$ cat src/include/fsled_pkg.sv
// Constants and types for the fieldbus status lamp driver
// Operation
// RQ1 - Drive exactly two lamps: green for node state, red for error condition.
// RQ2 - Green dark in init, lit in operational, 200/200 ms blink in pre-operational.
// RQ3 - Stopped: green repeats one 200 ms flash then 1000 ms dark.
// RQ4 - Red dark without error, lit while bus-off, single flash on message failure.
// RQ5 - Red double flash whenever guarding or heartbeat supervision has failed; the code shows bus-off and SYNC failure over it.
// RQ6 - SYNC failure: red three 200 ms flashes, 200 ms gaps, then 1000 ms dark.
// RQ7 - Double flash uses 200/200 then 1000 ms; patterns restart on condition change.
package fsled_pkg;
	localparam int unsigned CLK_HZ = 125000000;
	localparam int unsigned MS_TICK_CYC = CLK_HZ / 1000;
	localparam int unsigned PHASE_MS = 200;
	localparam int unsigned LONG_MS = 1000;
	localparam int unsigned MS_W = 11;
	localparam logic [MS_W-1:0] PHASE_MS_W = MS_W'(PHASE_MS);
	localparam logic [MS_W-1:0] LONG_MS_W = MS_W'(LONG_MS);
	localparam logic [2:0] LAST_PHASE = 3'h5;

	typedef enum logic [1:0] {
		FSLED_NMT_INIT,
		FSLED_NMT_PREOP,
		FSLED_NMT_STOPPED,
		FSLED_NMT_OPER
	} fsled_nmt_e;

	typedef enum logic [2:0] {
		FSLED_PAT_OFF,
		FSLED_PAT_ON,
		FSLED_PAT_BLINK,
		FSLED_PAT_FLASH1,
		FSLED_PAT_FLASH2,
		FSLED_PAT_FLASH3
	} fsled_pat_e;

	typedef struct packed {
		logic bus_off;
		logic sync_fail;
		logic guard_fail;
		logic msg_fail;
	} fsled_err_s;
endpackage

$ cat src/hw/fsled_top.sv
// Fieldbus status lamp driver: pattern timing for the green and red lamps
`timescale 1ns/1ps
module fsled_top
	import fsled_pkg::*;
#(
	parameter int unsigned MS_CYCLES = MS_TICK_CYC
) (
	input wire logic core_clk,
	input wire logic reset,
	input wire fsled_nmt_e nmt_state,
	input wire fsled_err_s err,
	output logic green_led,
	output logic red_led
);
	// A zero divider would never tick, so every pattern would freeze
	if (MS_CYCLES < 1) begin : g_bad_ms
		$error("MS_CYCLES must be at least one");
	end

	logic [31:0] div_reg, div_next;
	logic ms_tick_reg, ms_tick_next;

	always_comb begin
		div_next = div_reg + 32'h1;
		ms_tick_next = 1'b0;
		if (div_reg >= 32'(MS_CYCLES - 1)) begin
			div_next = 32'h0;
			ms_tick_next = 1'b1;
		end
	end

	always_ff @(posedge core_clk or posedge reset) begin
		if (reset) begin
			div_reg <= 32'h0;
			ms_tick_reg <= 1'b0;
		end else begin
			div_reg <= div_next;
			ms_tick_reg <= ms_tick_next;
		end
	end

	// Pattern choice; red priority puts bus-off over lesser faults
	fsled_pat_e g_pat, r_pat;

	always_comb begin
		case (nmt_state)
			FSLED_NMT_INIT: g_pat = FSLED_PAT_OFF; // see RQ2
			FSLED_NMT_PREOP: g_pat = FSLED_PAT_BLINK; // see RQ2
			FSLED_NMT_STOPPED: g_pat = FSLED_PAT_FLASH1; // see RQ3
			default: g_pat = FSLED_PAT_ON; // see RQ2
		endcase
		if (err.bus_off) begin
			r_pat = FSLED_PAT_ON; // see RQ4
		end else if (err.sync_fail) begin
			r_pat = FSLED_PAT_FLASH3; // see RQ6
		end else if (err.guard_fail) begin
			r_pat = FSLED_PAT_FLASH2; // see RQ5
		end else if (err.msg_fail) begin
			r_pat = FSLED_PAT_FLASH1; // see RQ4
		end else begin
			r_pat = FSLED_PAT_OFF; // see RQ4
		end
	end

	// One sequencer per lamp, see RQ1
	fsled_seq u_green (
		.core_clk(core_clk),
		.reset(reset),
		.ms_tick(ms_tick_reg),
		.pat(g_pat),
		.lamp(green_led)
	);

	fsled_seq u_red (
		.core_clk(core_clk),
		.reset(reset),
		.ms_tick(ms_tick_reg),
		.pat(r_pat),
		.lamp(red_led)
	);

	// Steady states show on the lamp one cycle after the input is taken
	property p_init_dark;
		@(posedge core_clk) disable iff (reset)
		(nmt_state == FSLED_NMT_INIT) |=> !green_led;
	endproperty
	a_init_dark: assert property (p_init_dark) else $error("green lit in init state"); // see RQ2

	property p_oper_lit;
		@(posedge core_clk) disable iff (reset)
		(nmt_state == FSLED_NMT_OPER) |=> green_led;
	endproperty
	a_oper_lit: assert property (p_oper_lit) else $error("green dark in operational"); // see RQ2

	// Bus-off outranks every lesser fault on the red lamp
	property p_bus_off_lit;
		@(posedge core_clk) disable iff (reset)
		err.bus_off |=> red_led;
	endproperty
	a_bus_off_lit: assert property (p_bus_off_lit) else $error("red dark while bus-off"); // see RQ4
endmodule

// Phase sequencer: even phases lit, odd phases dark, last dark phase may be long
module fsled_seq
	import fsled_pkg::*;
(
	input wire logic core_clk,
	input wire logic reset,
	input wire logic ms_tick,
	input wire fsled_pat_e pat,
	output logic lamp
);
	fsled_pat_e pat_reg, pat_next;
	logic [2:0] ph_reg, ph_next;
	logic [MS_W-1:0] ms_reg, ms_next;
	logic lamp_reg, lamp_next;
	logic [2:0] end_ph;
	logic [MS_W-1:0] ph_len;

	always_comb begin
		case (pat)
			FSLED_PAT_FLASH2: end_ph = 3'h3;
			FSLED_PAT_FLASH3: end_ph = LAST_PHASE;
			default: end_ph = 3'h1;
		endcase
		// Blink has no long gap; flashes end on the 1000 ms dark phase
		if (ph_reg == end_ph && pat != FSLED_PAT_BLINK) begin
			ph_len = LONG_MS_W; // see RQ3 see RQ6 see RQ7
		end else begin
			ph_len = PHASE_MS_W; // see RQ2 see RQ7
		end
		pat_next = pat;
		ph_next = ph_reg;
		ms_next = ms_reg;
		if (pat != pat_reg) begin
			ph_next = 3'h0; // see RQ7
			ms_next = '0;
		end else if (ms_tick) begin
			if (ms_reg >= ph_len - MS_W'(1)) begin
				ms_next = '0;
				ph_next = (ph_reg >= end_ph) ? 3'h0 : ph_reg + 3'h1;
			end else begin
				ms_next = ms_reg + MS_W'(1);
			end
		end
		case (pat_next)
			FSLED_PAT_OFF: lamp_next = 1'b0;
			FSLED_PAT_ON: lamp_next = 1'b1;
			default: lamp_next = ~ph_next[0];
		endcase
	end

	always_ff @(posedge core_clk or posedge reset) begin
		if (reset) begin
			pat_reg <= FSLED_PAT_OFF;
			ph_reg <= 3'h0;
			ms_reg <= '0;
			lamp_reg <= 1'b0;
		end else begin
			pat_reg <= pat_next;
			ph_reg <= ph_next;
			ms_reg <= ms_next;
			lamp_reg <= lamp_next;
		end
	end

	assign lamp = lamp_reg;

	property p_steady_on;
		@(posedge core_clk) disable iff (reset)
		(pat == FSLED_PAT_ON && pat_reg == FSLED_PAT_ON) |=> lamp;
	endproperty
	a_steady_on: assert property (p_steady_on) else $error("steady pattern not lit"); // see RQ2

	property p_off_dark;
		@(posedge core_clk) disable iff (reset)
		(pat == FSLED_PAT_OFF) |=> !lamp;
	endproperty
	a_off_dark: assert property (p_off_dark) else $error("off pattern lit"); // see RQ4

	property p_restart;
		@(posedge core_clk) disable iff (reset)
		(pat != pat_reg && pat != FSLED_PAT_OFF) |=> (ph_reg == 3'h0 && lamp);
	endproperty
	a_restart: assert property (p_restart) else $error("pattern did not restart"); // see RQ7

	property p_phase_bound;
		@(posedge core_clk) disable iff (reset)
		ph_reg <= LAST_PHASE;
	endproperty
	a_phase_bound: assert property (p_phase_bound) else $error("phase out of range"); // see RQ6

	property p_long_gap;
		@(posedge core_clk) disable iff (reset)
		(pat == pat_reg && pat == FSLED_PAT_FLASH1 && ph_reg == 3'h1 && ms_tick
			&& ms_reg == MS_W'(PHASE_MS - 1)) |=> (ph_reg == 3'h1 && !lamp);
	endproperty
	a_long_gap: assert property (p_long_gap) else $error("single flash gap too short"); // see RQ3

	property p_blink_short;
		@(posedge core_clk) disable iff (reset)
		(pat == pat_reg && pat == FSLED_PAT_BLINK && ph_reg == 3'h1 && ms_tick
			&& ms_reg == MS_W'(PHASE_MS - 1)) |=> (ph_reg == 3'h0 && lamp);
	endproperty
	a_blink_short: assert property (p_blink_short) else $error("blink dark phase wrong"); // see RQ2

	property p_ms_bound;
		@(posedge core_clk) disable iff (reset)
		ms_reg < LONG_MS_W;
	endproperty
	a_ms_bound: assert property (p_ms_bound) else $error("phase timer overran"); // see RQ7

	property p_double_wrap;
		@(posedge core_clk) disable iff (reset)
		(pat == pat_reg && pat == FSLED_PAT_FLASH2) |-> ph_reg <= 3'h3;
	endproperty
	a_double_wrap: assert property (p_double_wrap) else $error("double flash phase wrong"); // see RQ5

	// The closing dark phase of the double flash must run past 200 ms
	property p_double_gap;
		@(posedge core_clk) disable iff (reset)
		(pat == pat_reg && pat == FSLED_PAT_FLASH2 && ph_reg == 3'h3 && ms_tick
			&& ms_reg == MS_W'(PHASE_MS - 1)) |=> (ph_reg == 3'h3 && !lamp);
	endproperty
	a_double_gap: assert property (p_double_gap) else $error("double flash gap too short"); // see RQ5

	property p_triple_gap;
		@(posedge core_clk) disable iff (reset)
		(pat == pat_reg && pat == FSLED_PAT_FLASH3 && ph_reg == LAST_PHASE && ms_tick
			&& ms_reg == MS_W'(PHASE_MS - 1)) |=> (ph_reg == LAST_PHASE && !lamp);
	endproperty
	a_triple_gap: assert property (p_triple_gap) else $error("triple flash gap too short"); // see RQ6
endmodule

$ cat config.mk
export PLATFORM = sky130hd
export DESIGN_NAME = fsled_top
export DESIGN_NICKNAME = d
export VERILOG_FILES = /design/src/include/fsled_pkg.sv /design/src/hw/fsled_top.sv
export SDC_FILE = /design/constraint.sdc
export NUM_CORES = 1
export LEC_CHECK = 0
export BUFFER_PORTS_ARGS = -buffer_cell sky130_fd_sc_hd__buf_4
export CAP_MARGIN = 20
export CORE_AREA = 2 2 83 85
export DETAILED_ROUTE_END_ITERATION = 16
export DIE_AREA = 0 0 85 87
export HOLD_SLACK_MARGIN = 0.03
export PLACE_DENSITY = 0.81
export SYNTH_ARGS = -nofsm -noshare
export SYNTH_HDL_FRONTEND = slang
export SYNTH_HIERARCHICAL = 1
export SYNTH_SLANG_ARGS = --single-unit
export TNS_END_PERCENT = 5
$ cat constraint.sdc
create_clock -name core_clk -period 3 [get_ports core_clk]
set_input_delay 0.15 -clock core_clk [delete_from_list [all_inputs] [get_ports core_clk]]
set_output_delay 0.15 -clock core_clk [all_outputs]
set_load 0.05 [all_outputs]
# [Word level (Yosys, flattened, before mapping)]
# Cells that the tools add are included.
[totals] regBits=68 input_bits=8 out_inout_bits=2 word_cells=78
[classes] add_sub_neg=7 order_cmp=5 n_eq_ne=14 n_mux=27 bitwise=2 reduce_logical=11
[ops] operator="11-bit 2-to-1 mux" n=6
[ops] operator="3-bit 2-to-1 mux" n=11
[ops] operator="32-bit by 1-bit adder with 32-bit output, second input constant" n=1
[ops] operator="32-bit by 17-bit >= comparator with 1-bit output, second input constant" n=1
[ops] operator="32-bit 2-to-1 mux" n=1
[ops] operator="11-bit by 1-bit adder with 11-bit output, second input constant" n=2
[ops] operator="11-bit >= comparator" n=2
[ops] operator="10-bit by 1-bit subtractor with 11-bit output, second input constant" n=2
[ops] operator="10-bit 2-to-1 mux" n=2
[ops] operator="3-bit one-hot mux with 2 select lines" n=2
[ops] operator="2-bit nonzero test" n=4
[ops] operator="3-bit by 1-bit adder with 3-bit output, second input constant" n=2
[ops] operator="2-bit by 3-bit equality test with 1-bit output, second input constant" n=2
[ops] operator="3-bit equality test" n=2
[ops] operator="3-bit equality test, second input constant" n=2
[ops] operator="3-bit >= comparator" n=2
[ops] operator="3-bit zero test" n=2
[ops] operator="2-bit one-hot mux with 3 select lines" n=1
[ops] operator="2-bit by 1-bit equality test with 1-bit output, second input constant" n=2
[ops] operator="1-bit one-hot mux with 2 select lines" n=2
[ops] operator="2-bit AND reduction" n=2
[ops] operator="3-bit by 1-bit equality test with 1-bit output, second input constant" n=1
[ops] operator="3-bit by 2-bit inequality test with 1-bit output, second input constant" n=1
[ops] operator="3-bit inequality test" n=1
[ops] operator="8 further kinds" n=10

# [Depth between registers and ports, before layout]
[logic_depth] ltp_word=16 ltp_mapped=13

# [Cells and area by module]
# Netlist, hierarchy kept.
[modules_own_cells] mod="fsled_seq" instances=2 cells_each=106 area_each_um2=1063.5 seq_area_each_um2=450.4
[modules_own_cells] mod="fsled_top" instances=1 cells_each=121 area_each_um2=1363.8 seq_area_each_um2=825.8

# [Worst setup path before layout]
# No wires, ideal clock.
[synth_timing] path_kind="in2reg" from="input err[2] (netlist name)" to="register u_red.ph_reg[1]" setup_ps=80 arrival_ps=2592 t_required_ps=2920 path_slack_ps=328 cell_stages=11 n_path_buf=1 cell_sequence="nor2_1 nor2_1 or3b_2 ha_1 nand4_1 ha_1 a211oi_1 a31oi_2 or2_1 buf_6 o22ai_2"
[synth_via] elab_chain_cells=11 elab_cells_between_ends=20
[synth_lines] item="start: declaration" line="fsled_top.sv:11" rtl="input wire fsled_err_s err,"
[synth_lines] item="3-bit 2-to-1 mux *" line="fsled_top.sv:54" rtl="end else if (err.sync_fail) begin"
[synth_lines] item="3-bit 2-to-1 mux *" line="fsled_top.sv:52" rtl="if (err.bus_off) begin"
[synth_lines] item="net r_pat[2]" line="fsled_top.sv:43" rtl="fsled_pat_e g_pat, r_pat;"
[synth_lines] item="3-bit equality test" line="fsled_top.sv:121" rtl="case (pat)"
[synth_lines] item="3-bit one-hot mux with 2 select lines" line="fsled_top.sv:121"
[synth_lines] item="3-bit equality test" line="fsled_top.sv:127" rtl="if (ph_reg == end_ph && pat != FSLED_PAT_BLINK) begin"
[synth_lines] item="1-bit logical AND" line="fsled_top.sv:127"
[synth_lines] item="10-bit 2-to-1 mux" line="fsled_top.sv:127"
[synth_lines] item="10-bit by 1-bit subtractor with 11-bit output" line="fsled_top.sv:139" rtl="if (ms_reg >= ph_len - MS_W'(1)) begin"
[synth_lines] item="11-bit >= comparator" line="fsled_top.sv:139"
[synth_lines] item="2-bit nonzero test (no line)"
[synth_lines] item="2-bit AND reduction (no line)"
[synth_lines] item="end signal: assignment" line="fsled_top.sv:161" rtl="ph_reg <= ph_next;"
[synth_lines] item="end: declaration" line="fsled_top.sv:114" rtl="logic [2:0] ph_reg, ph_next;"
# Mark *: on every way through the listed nets, which the timed path passes. The rest lies on a longest branch. The select of a mux whose other input is x is not followed.
# A chain may end at the register's enable or synchronous reset.

# [Worst setup path after layout]
[layout_timing] from="register u_green.ph_reg[2]" to="register u_green.ph_reg[2]"
[layout_via] elab_chain_cells=7 elab_cells_between_ends=13
[layout_lines] item="start: declaration" line="fsled_top.sv:114"
[layout_lines] item="start signal: assignment" line="fsled_top.sv:161"
[layout_lines] item="3-bit equality test" line="fsled_top.sv:127"
[layout_lines] item="1-bit logical AND" line="fsled_top.sv:127"
[layout_lines] item="10-bit 2-to-1 mux" line="fsled_top.sv:127"
[layout_lines] item="10-bit by 1-bit subtractor with 11-bit output" line="fsled_top.sv:139"
[layout_lines] item="11-bit >= comparator" line="fsled_top.sv:139"
[layout_lines] item="2-bit nonzero test (no line)"
[layout_lines] item="2-bit AND reduction (no line)"
# Several ways; a longest one is shown, not always the timed one. The select of a mux whose other input is x is not followed.

==> metrics.csv <==
stage,metric,value,unit
timing,max_freq,0.371,GHz
timing,finalHoldViolCount,0,
synth,syn_inst,333,
clock_tree,numCtsBuffers,9,
critical_path,crit_arrival,2.91,ns
power_and_ir_drop,fin_total_pwr,0.00182,W
synth,ys.flop_type,dfrtp_1,
routing,drt-initial-drc-count,193,
critical_path,cp-start-kind,flip-flop,
global_route,first_global_vias,2455,
global_route,overflow,0,
timing,maxSlewHeadroom,0.479,
critical_path,critPathTopFamily,simple AND/OR/NAND/NOR gates,
critical_path,cp_data_required_time,3.22,ns
timing,drv_slew,0,
floorplan,die_h,87,um
timing,rsz0062_at_grt,no,
synth,synth_edf_count,0,
synth,avgSynthCellArea,10.5,um2
critical_path,worstSetupPathType,reg -> reg,
routing,viasPerCell,5.39,
floorplan,die_width,85,um
clock_tree,cts_htree_levels,3,
clock_tree,cts_tree,done,
critical_path,crit_top_cell,ha_1,
global_route,antenna_found_initial,0,
critical_path,path_max_fanout,11,
clock_tree,cts_root_buf,clkbuf_8,
layout,diodes,0,
floorplan,num_io_pins,10,
timing,finalSetupViolations,0,
clock_tree,clk_latency,0.35,ns
layout,layout_commonest_cell,dfrtp_1,
global_route,grt_max_degree,20,
layout,fin_util,0.594,
critical_path,ff2ff_path_depth,8,
run_status,run_status,"finished, final reports clean",
synth,synth_area_leaders,"dfrtp_1 49%, ha_1 6.1%, xnor2_1 5.5%",
clock_tree,clock-sinks,69,
floorplan,die_area,7400,um2
place,gp_congestion,0.802,
timing,setup_slack,0.307,ns
synth,async_reset_ff_frac,1.00,
clock_tree,clk_pin_slew,0.08,ns
routing,dr.pass1.iters,4,
critical_path,critPathBufInv,0,
routing,dr_total_vias,2467,
timing,holdWs,0.109,ns
hold_path,hold_path_depth,3,
clock_tree,cts_setup_buffers,0,
power_and_ir_drop,ir_drop,432,uV
synth,ys_warn_count,6,
job,cap_violations,0,
clock_tree,cts.path.max_buffers,2,
power_and_ir_drop,cellPowerDensity,466,nW/um2
place,place_ws,-0.0360,ns
critical_path,slowest_delay,0.42,ns
synth,ys_types,46,
synth,netlist.top_cell.by_area,dfrtp_1,
layout,largest_reg_flops,32,
synth,ys_seq_area_frac,0.495,
power_and_ir_drop,power_leakage,1.70,nW
layout,drive_gt1_frac,0.130,
floorplan,initial_core_util,0.531,
layout,fin_nets,398,
layout,area_delta_synth_final,11.8,%
timing,period_share,0.898,
floorplan,core-area,6570,um2
global_route,grt_usage,0.185,
synth,yosysTopAreaCellShare,0.495,
floorplan,num_rows,30,
critical_path,critPathCaptureType,flip-flop,
layout,layout_common_cells,"69 x dfrtp_1, 50 x nor2_1, 22 x inv_1, 22 x xnor2_1, 21 x conb_1",
synth,synth-seq-cells,69,
critical_path,worstPathCellList,ha_1 -> nand4_1 -> ha_1 -> and3b_1 -> o2111ai_2 -> a31oi_2 -> or2_1 -> a31oi_1,
place,io_buffers,9,
synth,netlist_area,3490,um2
hold_path,min_path_type,in -> reg,
place,dp_hpwl,4300,um
timing,worstMarginPinSlew,0.772,ns
routing,ant_nets,0,
routing,routed_wl,6120,um
timing,finClkSkew,0.00999,ns
global_route,grt_pass1_wl,10900,um
critical_path,path_depth,8,
timing,finalCriticalPeriod,2.69,ns
routing,drc_errors,0,
critical_path,crit_slowest_cell,or2_1,
routing,avgRoutedWirePerCell,13.4,um
where the power goes:
group | internal (W) | leakage [nW] | switching (W)
registers | 0.000953 | 0.902 | 0.0000120
logic | 0.0000484 | 0.704 | 0.0000874
clock network | 0.000320 | 0.0936 | 0.000398
worst reg2reg max path: cells and delay by family, from the launching register on:
family	cells	cell delay, ns
AND/OR/NAND/NOR	3	0.82
adder cells (fa/ha/maj)	2	0.71
AO/OA/AOI/OAI	3	0.63
flip-flops	1	0.41
metrics by stage:
stage | cells | TNS, ns | instance area (um2)
floorplan | 353 | 0 | 3570
global placement | 441 | 0 | 3710
detailed placement | 441 | -0.0527 | 3710
CTS | 458 | 0 | 3900
global route | 458 | 0 | 3900
finish | 458 | 0 | 3900
repair_timing:
action | CTS | global route
endpoints found under the hold margin | 54 | 0
resized for setup | 0 | 0
hold buffers | 1 | 0
cells in the mapped netlist (5+ instances only):
master / n
xnor2_1: 22
nand4_1: 6
ha_1: 17
nor2_1: 50
nand3_1: 13
dfrtp_1: 69
nand2_1: 20
buf_6: 5
inv_1: 22
nor4_1: 8
xor2_1: 15
nor3_1: 11
a31oi_1: 6
kinds of logic (layout without fill, tap and decap cells):
logic type	after synthesis	in the layout	share of synthesized area
compound gates	41	41	0.107
other cells	1	21	0.00107
buf+inv	30	55	0.0462
simple gates	138	138	0.197
xor+xnor	37	37	0.0928
fa+ha+maj	17	17	0.0609
flops	69	69	0.495
cell type report:
type	count	area (um2)
repair buffers	17	130
clock inverters	7	62.6
fillers	516	2670
flip-flops and latches	69	1730
clock buffers	9	124
multi-input cells	254	1680
inverters	22	82.6
well taps	80	100
per-layer routing:
layer  vias to the layer above  routed length [um]  GRT usage
li1                       1215                   -          -
met1                      1198                2790      0.236
met2                        50                3010      0.302
met3                         4                 265     0.0521
met4                         0                  43     0.0693
met5                         -                   0          0
path summary, 6_finish.rpt:
path	end	start	slack [ns]
max	u_green/ph_reg[2]	u_green/ph_reg[2]	0.31
min in group asynchronous	u_green/ms_reg[7]	reset	0.48
min reg2reg	div_reg[0]	div_reg[0]	0.49
max reg2reg	u_green/ph_reg[2]	u_green/ph_reg[2]	0.31
max in group asynchronous	div_reg[25]	reset	1.86
min	u_red/pat_reg[1]	err[2]	0.11
Power figures use the tool's default switching activity.
